`src/hw/pci_ctl_status_regs.svh`:
```
// register offsets, field positions and reset values of the controller status bank
`ifndef PCI_CTL_STATUS_REGS_SVH
`define PCI_CTL_STATUS_REGS_SVH

`define STAT_OFFSET      16'hd174
`define MASK_OFFSET      16'hd178
`define CTRL_OFFSET      16'hd17c
`define BIT_WAKE         10
`define BIT_LONG_BURST   9
`define BIT_DEC_BURST    8
`define BIT_FIX_BURST    7
`define BIT_PARITY       5
`define BIT_SYSERR       4
`define BIT_BUS_ERR      3
`define BIT_WR_BUSY      1
`define BIT_CFG_DONE     0
`define BIT_TGT_READY    0
`define BIT_HOST_MODE    1
`define STICKY_MASK      32'h0000_07b8
`define CTRL_MASK        32'h0000_0003
`define ZERO_WORD        32'h0000_0000
`define CTRL_RESET       32'h0000_0000
`define MAX_BURST_DW     8'h08
`define SYNC_RESET       3'h0

`endif

```
`src/hw/pci_ctl_status_pkg.sv`:
```
// types shared by the controller status bank
package pci_ctl_status_pkg;
  typedef logic [31:0] word_type;
  typedef enum logic [1:0] {
    WR_IDLE = 2'b00,
    WR_BUSY = 2'b01,
    WR_DONE = 2'b11
  } wr_state_type;
endpackage : pci_ctl_status_pkg

```
`src/hw/pci_controller_status_flags.sv`:
```
// apb status, mask and control bank of the pci controller event flags
//
// Function
// - host mode wake event sets sticky bit 10
// - burst over eight doublewords sets bit 9
// - downward address burst sets bit 8
// - non incrementing burst sets bit 7
// - parity error always latches bit 5
// - system error always latches bit 4
// - bus timeout on own master cycle sets bit 3
// - ignore bus timeouts when not master
// - bit 1 shows outbound write busy
// - hold write error until write ends
// - bit 0 set when config load completes
// - retry target access until ready and done
// - interrupt only for enabled latched flags
`timescale 1ns/1ns
`include "pci_ctl_status_regs.svh"

module pci_controller_status_flags #(
  parameter int unsigned ADDR_W = 16,
  parameter int unsigned BLEN_W = 8
) (
  input  wire logic              pclk,
  input  wire logic              presetn,
  input  wire logic              psel,
  input  wire logic              penable,
  input  wire logic              pwrite,
  input  wire logic [ADDR_W-1:0] paddr,
  input  wire logic [31:0]       pwdata,
  input  wire logic [3:0]        pstrb,
  output logic      [31:0]       prdata,
  output logic                   pready,
  output logic                   pslverr,
  output logic                   irq,
  input  wire logic              pme_n,
  input  wire logic              perr_n,
  input  wire logic              serr_n,
  input  wire logic              dma_burst_valid,
  input  wire logic [BLEN_W-1:0] dma_burst_len,
  input  wire logic              dma_burst_down,
  input  wire logic              dma_burst_fixed,
  input  wire logic              ibus_timeout,
  input  wire logic              ibus_own_master,
  input  wire logic              wr_start,
  input  wire logic              wr_end,
  input  wire logic              wr_error,
  input  wire logic              cfg_load_end,
  output logic                   target_retry
);

  ////////////////////////////////////////////////////////////////////////////
  // pin synchronisers: three stages, change counted when stages two and three agree
  // the stages carry the asserted sense, so their reset value is the idle level
  // and no false event follows reset
  logic [2:0] pme_s_r;
  logic [2:0] perr_s_r;
  logic [2:0] serr_s_r;
  logic       pme_lvl_r;
  logic       perr_lvl_r;
  logic       serr_lvl_r;

  // wake pin stages
  always_ff @(posedge pclk or negedge presetn) begin
    if (!presetn) begin
      pme_s_r <= `SYNC_RESET;
    end else begin
      pme_s_r <= {pme_s_r[1:0], ~pme_n};
    end
  end

  // parity error pin stages
  always_ff @(posedge pclk or negedge presetn) begin
    if (!presetn) begin
      perr_s_r <= `SYNC_RESET;
    end else begin
      perr_s_r <= {perr_s_r[1:0], ~perr_n};
    end
  end

  // system error pin stages
  always_ff @(posedge pclk or negedge presetn) begin
    if (!presetn) begin
      serr_s_r <= `SYNC_RESET;
    end else begin
      serr_s_r <= {serr_s_r[1:0], ~serr_n};
    end
  end

  // filtered levels only move when the two late stages agree; a glitch that
  // reaches only one late stage is dropped
  wire pme_agree  = (pme_s_r[1] == pme_s_r[2]);
  wire perr_agree = (perr_s_r[1] == perr_s_r[2]);
  wire serr_agree = (serr_s_r[1] == serr_s_r[2]);

  // wake level filter
  always_ff @(posedge pclk or negedge presetn) begin
    if (!presetn) begin
      pme_lvl_r <= 1'b0;
    end else if (pme_agree) begin
      pme_lvl_r <= pme_s_r[2];
    end
  end

  // parity error level filter
  always_ff @(posedge pclk or negedge presetn) begin
    if (!presetn) begin
      perr_lvl_r <= 1'b0;
    end else if (perr_agree) begin
      perr_lvl_r <= perr_s_r[2];
    end
  end

  // system error level filter
  always_ff @(posedge pclk or negedge presetn) begin
    if (!presetn) begin
      serr_lvl_r <= 1'b0;
    end else if (serr_agree) begin
      serr_lvl_r <= serr_s_r[2];
    end
  end

  ////////////////////////////////////////////////////////////////////////////
  // apb decode; zero wait states, so pready is a constant-high flop after reset
  // register map: status at the base, interrupt mask one word up, control above;
  // control bit 0 is target ready, bit 1 host mode; any other address is unmapped
  // and answers with an error and zero data
  logic                          pready_r;
  logic                          pslverr_r;
  pci_ctl_status_pkg::word_type  prdata_r;
  pci_ctl_status_pkg::word_type  stat_r;
  pci_ctl_status_pkg::word_type  mask_r;
  pci_ctl_status_pkg::word_type  ctrl_r;
  pci_ctl_status_pkg::wr_state_type wr_state_r;
  pci_ctl_status_pkg::wr_state_type wr_state_nxt;
  logic                          wr_err_held_r;
  logic                          cfg_done_r;
  logic                          irq_r;
  logic                          retry_r;

  // full address compare, so no alias reaches a register
  wire access   = psel && penable;
  wire wr_acc   = access && pwrite;
  wire hit_stat = (paddr == ADDR_W'(`STAT_OFFSET));
  wire hit_mask = (paddr == ADDR_W'(`MASK_OFFSET));
  wire hit_ctrl = (paddr == ADDR_W'(`CTRL_OFFSET));
  wire unmapped = !(hit_stat || hit_mask || hit_ctrl);

  // expand byte strobes to a bit mask; lanes not strobed are left alone
  function automatic pci_ctl_status_pkg::word_type lane_mask(input logic [3:0] s);
    lane_mask = {{8{s[3]}}, {8{s[2]}}, {8{s[1]}}, {8{s[0]}}};
  endfunction : lane_mask

  // write data with the unstrobed lanes forced low
  wire [31:0] wmask = pwdata & lane_mask(pstrb);

  ////////////////////////////////////////////////////////////////////////////
  // event detection
  // host mode gates the wake pin; in satellite mode the pin belongs to the host
  wire host_mode   = ctrl_r[`BIT_HOST_MODE];
  wire ev_wake     = pme_lvl_r && host_mode;
  // burst shape checks, looked at only while the dma reports a burst
  wire ev_long     = dma_burst_valid && (dma_burst_len > BLEN_W'(`MAX_BURST_DW));
  wire ev_down     = dma_burst_valid && dma_burst_down;
  wire ev_fixed    = dma_burst_valid && dma_burst_fixed;
  // bus pins latch whether or not this controller is on the bus
  wire ev_parity   = perr_lvl_r;
  wire ev_syserr   = serr_lvl_r;
  // own-master timeouts only; a busy write parks its error until it ends
  wire ev_tmo_now  = ibus_timeout && ibus_own_master;
  wire ev_wr_err   = (wr_state_r == pci_ctl_status_pkg::WR_DONE) && wr_err_held_r;
  wire ev_bus_err  = ev_tmo_now || ev_wr_err;

  // one set request per event at its field position
  wire [31:0] set_bits = (32'(ev_wake)    << `BIT_WAKE)
                       | (32'(ev_long)    << `BIT_LONG_BURST)
                       | (32'(ev_down)    << `BIT_DEC_BURST)
                       | (32'(ev_fixed)   << `BIT_FIX_BURST)
                       | (32'(ev_parity)  << `BIT_PARITY)
                       | (32'(ev_syserr)  << `BIT_SYSERR)
                       | (32'(ev_bus_err) << `BIT_BUS_ERR);

  // write-one-to-clear; a set in the same cycle wins over the clear, so an event
  // that lands on the clearing write is seen at the next read
  wire [31:0] clr_bits = (wr_acc && hit_stat) ? wmask : `ZERO_WORD;
  wire [31:0] stat_nxt = ((stat_r & ~clr_bits) | set_bits) & `STICKY_MASK;

  ////////////////////////////////////////////////////////////////////////////
  // outbound write tracker
  // one write is tracked at a time; a start while busy or done is not counted
  always_comb begin
    wr_state_nxt = wr_state_r;
    unique case (wr_state_r)
      pci_ctl_status_pkg::WR_IDLE: begin
        if (wr_start) wr_state_nxt = pci_ctl_status_pkg::WR_BUSY;
      end
      pci_ctl_status_pkg::WR_BUSY: begin
        if (wr_end) wr_state_nxt = pci_ctl_status_pkg::WR_DONE;
      end
      // done lasts one cycle, the window in which a held error is posted
      pci_ctl_status_pkg::WR_DONE: begin
        wr_state_nxt = pci_ctl_status_pkg::WR_IDLE;
      end
      // the unused code drops back to idle
      default: begin
        wr_state_nxt = pci_ctl_status_pkg::WR_IDLE;
      end
    endcase
  end

  // busy is live, not latched: it reads back the tracker state
  wire wr_busy = (wr_state_r == pci_ctl_status_pkg::WR_BUSY);

  // tracker state
  always_ff @(posedge pclk or negedge presetn) begin
    if (!presetn) begin
      wr_state_r <= pci_ctl_status_pkg::WR_IDLE;
    end else begin
      wr_state_r <= wr_state_nxt;
    end
  end

  // error collected while busy, released one cycle after the end; cleared in idle
  // so an error of an earlier write is never posted against a later one
  always_ff @(posedge pclk or negedge presetn) begin
    if (!presetn) begin
      wr_err_held_r <= 1'b0;
    end else if (wr_state_r == pci_ctl_status_pkg::WR_IDLE) begin
      wr_err_held_r <= 1'b0;
    end else if (wr_busy && wr_error) begin
      wr_err_held_r <= 1'b1;
    end
  end

  // load done is sticky until reset; also fires with no memory fitted
  always_ff @(posedge pclk or negedge presetn) begin
    if (!presetn) begin
      cfg_done_r <= 1'b0;
    end else if (cfg_load_end) begin
      cfg_done_r <= 1'b1;
    end
  end

  ////////////////////////////////////////////////////////////////////////////
  // status flags load every cycle, so no event is lost to a pending clear
  always_ff @(posedge pclk or negedge presetn) begin
    if (!presetn) begin
      stat_r <= `ZERO_WORD;
    end else begin
      stat_r <= stat_nxt;
    end
  end

  // interrupt enables share the status layout; byte lanes follow pstrb
  always_ff @(posedge pclk or negedge presetn) begin
    if (!presetn) begin
      mask_r <= `ZERO_WORD;
    end else if (wr_acc && hit_mask) begin
      mask_r <= ((mask_r & ~lane_mask(pstrb)) | wmask) & `STICKY_MASK;
    end
  end

  // control: target ready and host mode; all other bits read back zero
  always_ff @(posedge pclk or negedge presetn) begin
    if (!presetn) begin
      ctrl_r <= `CTRL_RESET;
    end else if (wr_acc && hit_ctrl) begin
      ctrl_r <= ((ctrl_r & ~lane_mask(pstrb)) | wmask) & `CTRL_MASK;
    end
  end

  // live read-only bits joined onto the sticky flags
  // busy and done ignore writes; software cannot clear them
  wire [31:0] stat_view = stat_r
                        | (32'(wr_busy) << `BIT_WR_BUSY)
                        | (32'(cfg_done_r) << `BIT_CFG_DONE);

  // read selection; unmapped reads return zero
  wire [31:0] rd_mux = hit_stat ? stat_view
                     : hit_mask ? mask_r
                     : hit_ctrl ? ctrl_r
                     : `ZERO_WORD;

  // read data registered in setup so it stands through the access phase
  always_ff @(posedge pclk or negedge presetn) begin
    if (!presetn) begin
      prdata_r <= `ZERO_WORD;
    end else begin
      prdata_r <= (psel && !pwrite) ? rd_mux : `ZERO_WORD;
    end
  end

  // no wait states: ready rises at the first edge after reset and stays up
  always_ff @(posedge pclk or negedge presetn) begin
    if (!presetn) begin
      pready_r <= 1'b0;
    end else begin
      pready_r <= 1'b1;
    end
  end

  // error flagged in setup for an unmapped address, shown in the access phase
  always_ff @(posedge pclk or negedge presetn) begin
    if (!presetn) begin
      pslverr_r <= 1'b0;
    end else begin
      pslverr_r <= psel && !penable && unmapped;
    end
  end

  ////////////////////////////////////////////////////////////////////////////
  // interrupt follows the next status value so it rises with the flag; a masked
  // flag still latches, and enabling it later raises the interrupt one cycle after the mask write
  always_ff @(posedge pclk or negedge presetn) begin
    if (!presetn) begin
      irq_r <= 1'b0;
    end else begin
      irq_r <= |(stat_nxt & mask_r);
    end
  end

  // retry until software marks the target ready and the config load is done;
  // retry is asserted out of reset so no target access slips in early
  always_ff @(posedge pclk or negedge presetn) begin
    if (!presetn) begin
      retry_r <= 1'b1;
    end else begin
      retry_r <= !(ctrl_r[`BIT_TGT_READY] && cfg_done_r);
    end
  end

  // outputs straight from their flops
  assign prdata       = prdata_r;
  assign pready       = pready_r;
  assign pslverr      = pslverr_r;
  assign irq          = irq_r;
  assign target_retry = retry_r;

endmodule : pci_controller_status_flags

```
`config.mk`:
```
export PLATFORM = sky130hd
export DESIGN_NAME = pci_controller_status_flags
export DESIGN_NICKNAME = d
export VERILOG_FILES = /design/src/hw/pci_ctl_status_pkg.sv /design/src/hw/pci_controller_status_flags.sv
export VERILOG_INCLUDE_DIRS = /design/src /design/src/hw
export SDC_FILE = /design/constraint.sdc
export NUM_CORES = 1
export LEC_CHECK = 0
export BUFFER_PORTS_ARGS = -buffer_cell sky130_fd_sc_hd__buf_4
export CAP_MARGIN = 25
export CORE_AREA = 2 2 55 95
export DETAILED_ROUTE_END_ITERATION = 8
export DIE_AREA = 0 0 57 97
export PLACE_DENSITY = 0.78
export SETUP_SLACK_MARGIN = 0.05
export SYNTH_ARGS = -nofsm -noshare
export SYNTH_HDL_FRONTEND = slang
export SYNTH_SLANG_ARGS = --single-unit
```
`constraint.sdc`:
```
create_clock -name pclk -period 2.8 [get_ports pclk]
set_input_delay 0.28 -clock pclk [delete_from_list [all_inputs] [get_ports pclk]]
set_output_delay 0.28 -clock pclk [all_outputs]
set_load 0.05 [all_outputs]
```
==> impl_metrics.tcl, run 1 <==
set metrics [dict create \
    irDropWorstVdd_mv 0.366 \
    die_h_um 97 \
    io_buffers 64 \
    crit_path_start "paddr[1]" \
    worst-endpoint-arrival_ns 2.26 \
    clkLatencyLatePin_ns 0.29 \
    rr_worst_depth 5 \
    ys_types 44 \
    post-route-period-util 0.743 \
    die_area_mm2 0.00553 \
    clk_pin_slew_worst_paths_ns 0.08 \
    worstHoldPathType "input pin to flip-flop" \
    regArea_mm2 0.00113 \
    die_w_um 57 \
    sw_frac_of_total 0.245 \
    p_int_mw 1.03 \
    totalWireLength_um 3960 \
    grt_max_degree 46 \
    drtAntennaViolNets 0 \
    synth_seq_cells 45 \
    ctsLongestPathBuffers 2 \
    rows 33 \
    synth-edff-count 0 \
    multi_input_area_um2 791 \
    synth_most_common_cell "dfrtp_1" \
    core-area_mm2 0.00471 \
    htreeDepth 2 \
    setup_tns_ns 0 \
    setup_viol 0 \
    power_frac_seq 0.504 \
    grt_antenna_before_repair 0 \
    post_drt_wl_per_cell_um 13.0 \
    track_usage 0.153 \
    fin_skew_ns 0.00818 \
    comb_power_share 0.134 \
    crit_path_end_kind "flip-flop" \
    yosys.area.top_type "dfrtp_1" \
    layout-area-overhead-vs-synth_pct 28.4 \
    power_frac_clock 0.362 \
    yosys-top-cells-count "dfrtp_1, buf_4, nand2_1, nor2_1, mux2_2" \
    endpoint "irq" \
    relSlewSlack 0.629 \
    seq_area_frac_synth 0.550 \
    power_density_mw_per_mm2 519 \
    async_flop_share 1.00 \
    root_buffer "clkbuf_8" \
    io_pins 113 \
    gp_congestion 0.775 \
    rsz0062_at_grt "false" \
    cts.sinks 45 \
    post-dp-hpwl_um 3110 \
    yosys_warnings 0 \
    cts_setup_buffers 0 \
    status "finished, final reports clean" \
    min_period_ns 2.08 \
    dpl.cell_count 296 \
    num_antenna_cells 0 \
    r2r_end "irq" \
    path_class "input pin to flip-flop" \
    p_switching_mw 0.336 \
    crit_path_max_fanout 12 \
    yosysTopAreaCellShare 0.537 \
    maxCapViolCount 0 \
    hold_viol 0 \
    numCtsBuffers 5 \
    grt_pass1_wl_um 6620 \
    fin_cells 305 \
    num_vias 1510 \
    dr.pass1.iters 4 \
    cts_tree "yes" \
    synth_cells 181 \
    synth_area_mm2 0.00205 \
    worstMarginPinSlew_ns 0.557 \
    start_util 0.435 \
    cellLeakagePower_nw 1.29 \
    hold_buffers 1 \
    drive_above_1_share 0.344 \
    timing.fmax_mhz 480 \
    ys.flop_type "dfrtp_1" \
    synth_area_leaders "dfrtp_1, buf_4, mux2_2, nand2_1, mux2i_1" \
    drt-vias-per-instance 4.95 \
    globalRoute.totalOverflow 0 \
    reg2reg_from "wr_state_r[1]" \
    crit_path_start_kind "input pin" \
    num-fill-cells 438 \
    layout.nets 329 \
    grt_pass1_vias 1497 \
    drt_iter0_drc 26 \
    drv_slew 0 \
    r2r_slack_ns 1.09 \
    post_synth.cell_area_avg_um2 11.3 \
    critical_path_required_ns 2.98 \
    drc 0 \
    post_cts_resized 0 \
]
power groups by stage:
| stage | Combinational, mW | Sequential, mW | Clock (mW) |
|---|---|---|---|
| 3_5_place_dp | 0.184 | 0.702 | 0 |
| 6_report | 0.183 | 0.688 | 0.495 |
| 5_1_grt | 0.197 | 0.694 | 0.542 |
| 4_1_cts | 0.185 | 0.689 | 0.511 |
| 3_3_place_gp | 0.181 | 0.701 | 0 |
| 2_1_floorplan | 0.124 | 0.702 | 0 |
logic make-up (layout without fill, tap and decap cells):
family	Yosys count	count (layout)	share of synthesized area
simple gates	59	59	0.156
flops	45	45	0.550
buf+inv	32	82	0.104
compound gates	24	24	0.0885
mux	15	15	0.0788
fa+ha+maj	3	3	0.0147
other cells	2	24	0.00366
xor+xnor	1	1	0.00427
worst min-delay path by stage:
| stage | start | endpoint | slack [ns] | depth (start not counted) |
|---|---|---|---|---|
| 3_3_place_gp | presetn | prdata[7] | 0.31 | 1 |
| 6_report | perr_n | perr_s_r[0] | 0.12 | 2 |
| 4_1_cts | perr_n | perr_s_r[0] | 0.11 | 2 |
| 2_1_floorplan | presetn | asynchronous set/reset pin | -0.02 | 0 |
| 5_1_grt | pme_n | pme_s_r[0] | 0.10 | 2 |
| 3_5_place_dp | presetn | prdata[7] | 0.31 | 1 |
metrics by stage:
| step | area [µm²] | hold slack, ns | util | setup WS (ns) | power, mW |
|---|---|---|---|---|---|
| 6_report | 2630 | 0.120 | 0.559 | 0.718 | 1.37 |
| 5_1_grt | 2630 | 0.103 | 0.559 | 0.617 | 1.43 |
| 4_1_cts | 2630 | 0.108 | 0.559 | 0.708 | 1.39 |
| 3_5_place_dp | 2500 | 0.314 | 0.532 | 0.390 | 0.886 |
| 3_3_place_gp | 2500 | 0.306 | 0.532 | 0.395 | 0.882 |
| 2_1_floorplan | 2130 | -0.0156 | - | 0.591 | 0.826 |
routing by layer:
| layer | track usage | wire length (µm) | up-vias |
|---|---|---|---|
| met5 | 0 | 0 | - |
| met4 | 0.0787 | 75 | 0 |
| met3 | 0.0281 | 197 | 6 |
| met2 | 0.285 | 2280 | 58 |
| met1 | 0.154 | 1400 | 724 |
| li1 | - | - | 722 |
area by class of cell:
type	instances	share of cell area
repair buffers	67	0.192
flip-flops and latches	45	0.428
multi-input cells	126	0.301
clock inverters	1	0.0114
inverters	7	0.00999
clock buffers	7	0.0328
well taps	52	0.0247
cell usage in the layout (no fill, tap or decap), types with 2 or more instances in the layout:
cell type / n
clkbuf_8: 6
nand2_1: 22
nor3b_1: 2
nand4b_1: 2
nand4_1: 2
dfrtp_1: 44
inv_1: 7
o21ai_0: 4
nor2b_1: 3
and3b_1: 3
mux2_2: 9
a21oi_1: 6
mux2i_1: 6
nor2_1: 11
o22a_1: 2
buf_4: 66
nor4_1: 3
maj3_1: 3
or3_1: 2
conb_1: 24
critical path: stages:
cell	delay [ns]
buf_4	0.10
or4b_1	0.56
or4_4	0.63
o21ai_0	0.28
o2111ai_1	0.14
a221o_1	0.27
No activity file was read; power rests on OpenSTA's default activity.
==> run 2, diff against run 1 <==
--- a/config.mk
+++ b/config.mk
@@ -8,10 +8,10 @@
 export LEC_CHECK = 0
 export BUFFER_PORTS_ARGS = -buffer_cell sky130_fd_sc_hd__buf_4
 export CAP_MARGIN = 25
-export CORE_AREA = 2 2 55 95
+export CORE_AREA = 2 2 58 100
 export DETAILED_ROUTE_END_ITERATION = 8
-export DIE_AREA = 0 0 57 97
-export PLACE_DENSITY = 0.78
+export DIE_AREA = 0 0 60 102
+export PLACE_DENSITY = 0.74
 export SETUP_SLACK_MARGIN = 0.05
 export SYNTH_ARGS = -nofsm -noshare
 export SYNTH_HDL_FRONTEND = slang
==> constraint.sdc (replaced) <==
create_clock -name pclk -period 1.85 [get_ports pclk]
set_input_delay 0.185 -clock pclk [delete_from_list [all_inputs] [get_ports pclk]]
set_output_delay 0.185 -clock pclk [all_outputs]
set_load 0.05 [all_outputs]
==> run 2 against run 1 <==
Against the previous run:
- non-clock buffer count up 9
- flip-flop and latch count unchanged
- sequential power up 50%
- cell count up 10%
- worst hold slack worse by 0.11 ns
- routed wire length up 4.5%
- first-iteration DRC count up 23%
- highest routed layer unchanged
- cell area up 5.6%
- count of clock-buffer cells in the layout down 1
- the run now ends with negative setup slack left
- utilization down 3.5 points
==> impl_metrics.tcl, run 2 (synthesis gave the netlist of run 1 again) <==
set metrics [dict create \
    status "finished with violations" \
    violations "negative setup slack" \
    start_util 0.387 \
    placed_area_mm2 0.00260 \
    grt_pass1_vias 1513 \
    layout_commonest_cell "buf_4" \
    hold_viol 0 \
    cts.sinks 45 \
    fin_ws_ns -0.0393 \
    place_ws_ns -0.391 \
    layout_common_cells "buf_4, dfrtp_1, conb_1, nand2_1, nor2_1" \
    relSlewSlack 0.627 \
    drt-vias-per-instance 4.60 \
    power_density_mw_per_mm2 759 \
    totalWireLength_um 4140 \
    dr.pass1.iters 4 \
    final_area_mm2 0.00278 \
    grt_antenna_before_repair 0 \
    cellLeakagePower_nw 1.34 \
    maxCapViolCount 0 \
    ctsLongestPathBuffers 2 \
    root_buffer "clkbuf_8" \
    die_w_um 60 \
    numCtsBuffers 5 \
    worstHoldPathType "input pin to flip-flop" \
    drtAntennaViolNets 0 \
    gp_congestion 0.792 \
    regArea_mm2 0.00113 \
    die_h_um 102 \
    wl_met3_um 235 \
    clkLatencyLatePin_ns 0.30 \
    htreeDepth 2 \
    crit_path_cell_trace "buf_6 -> or4b_4 -> or4_4 -> o31ai_4 -> o2111ai_2 -> a221o_1" \
    post_drt_wl_per_cell_um 12.3 \
    core-area_mm2 0.00530 \
    critical_path_required_ns 2.04 \
    crit_path_start_kind "input pin" \
    routed.top_layer "met4" \
    clk_pin_slew_worst_paths_ns 0.09 \
    wl_met2_um 2380 \
    crit_slowest_cell "or4_4" \
    cpPeakStageDelay_ns 0.62 \
    track_usage 0.147 \
    irDropWorstVdd_mv 0.545 \
    timing.fmax_mhz 529 \
    whs_ns 0.0145 \
    rsz0062_at_grt "true" \
    worstMarginPinSlew_ns 0.559 \
    worst-endpoint-arrival_ns 2.08 \
    min_period_ns 1.89 \
    io_pins 113 \
    layout.nets 338 \
    drc 0 \
    num_antenna_cells 0 \
    globalRoute.totalOverflow 0 \
    path_class "input pin to flip-flop" \
    drv_slew 0 \
    utilization 0.524 \
    io_buffers 64 \
    post-dp-hpwl_um 3270 \
    crit_path_max_fanout 8 \
    grt_max_degree 46 \
    drt-met1-wl_um 1410 \
    die_area_mm2 0.00612 \
    grt_pass1_wl_um 6680 \
    crit_path_end_kind "flip-flop" \
    multi_input_area_um2 828 \
    fin_skew_ns 0.00721 \
    post-route-period-util 1.02 \
    cts_tree "yes" \
    rows 35 \
    num-fill-cells 476 \
    layout-area-overhead-vs-synth_pct 35.6 \
    drt_iter0_drc 32 \
    setup_viol 1 \
    drive_above_1_share 0.389 \
    num_vias 1545 \
]
[run 2: metrics by stage]
step | instances | power (mW) | setup TNS [ns]
finish | 336 | 2.11 | -0.0393
global route | 336 | 2.20 | -0.112
CTS | 336 | 2.13 | -0.0210
detailed placement | 327 | 1.36 | -5.60
global placement | 327 | 1.35 | -5.49
floorplan | 203 | 1.25 | -1.28
[run 2: path summary, 6_finish.rpt]
| check | slack [ns] | from | endpoint | depth (start not counted) |
|---|---|---|---|---|
| setup / recovery | -0.04 | paddr[9] | irq | 6 |
| max in group asynchronous | 1.05 | presetn | target_retry | 2 |
| hold reg to reg | 0.35 | serr_s_r[0] | serr_s_r[1] | 0 |
| setup reg to reg | 0.12 | wr_err_held_r | irq | 5 |
| min in group asynchronous | 0.40 | presetn | stat_r[7] | 2 |
| hold / removal | 0.01 | perr_n | perr_s_r[0] | 2 |
[run 2: worst max-delay path: cells and delay by family]
family / cells / cell delay, ns
simple gates: 2 / 1.16
compound gates: 3 / 0.64
buf+inv: 1 / 0.09
[run 2: area by class of cell]
type / instances / share of cell area
sequential: 45 / 0.406
multi-input combinational: 126 / 0.298
timing repair buffer: 76 / 0.210
tap: 74 / 0.0333
clock buffer: 6 / 0.0297
clock inverter: 2 / 0.0135
inverter: 7 / 0.00946
[run 2: metal layers]
layer,vias up,GRT usage
met1,739,0.154
li1,740,-
met3,10,0.0392
met2,56,0.263
met5,-,0
met4,0,0.0684
[run 2: report_power, final]
part           internal (mW)  switching, mW
clock network          0.439          0.334
registers               1.02         0.0167
logic                  0.117          0.185
total                   1.57          0.536
[run 2: repair_timing]
action,4_1_cts,5_1_grt
hold buffers,1,0
pin swaps,4,1
endpoints found under the hold margin,44,0
cloned,0,0
gates resized for setup,4,5
setup endpoints to repair,10,8
buffers inserted,0,0
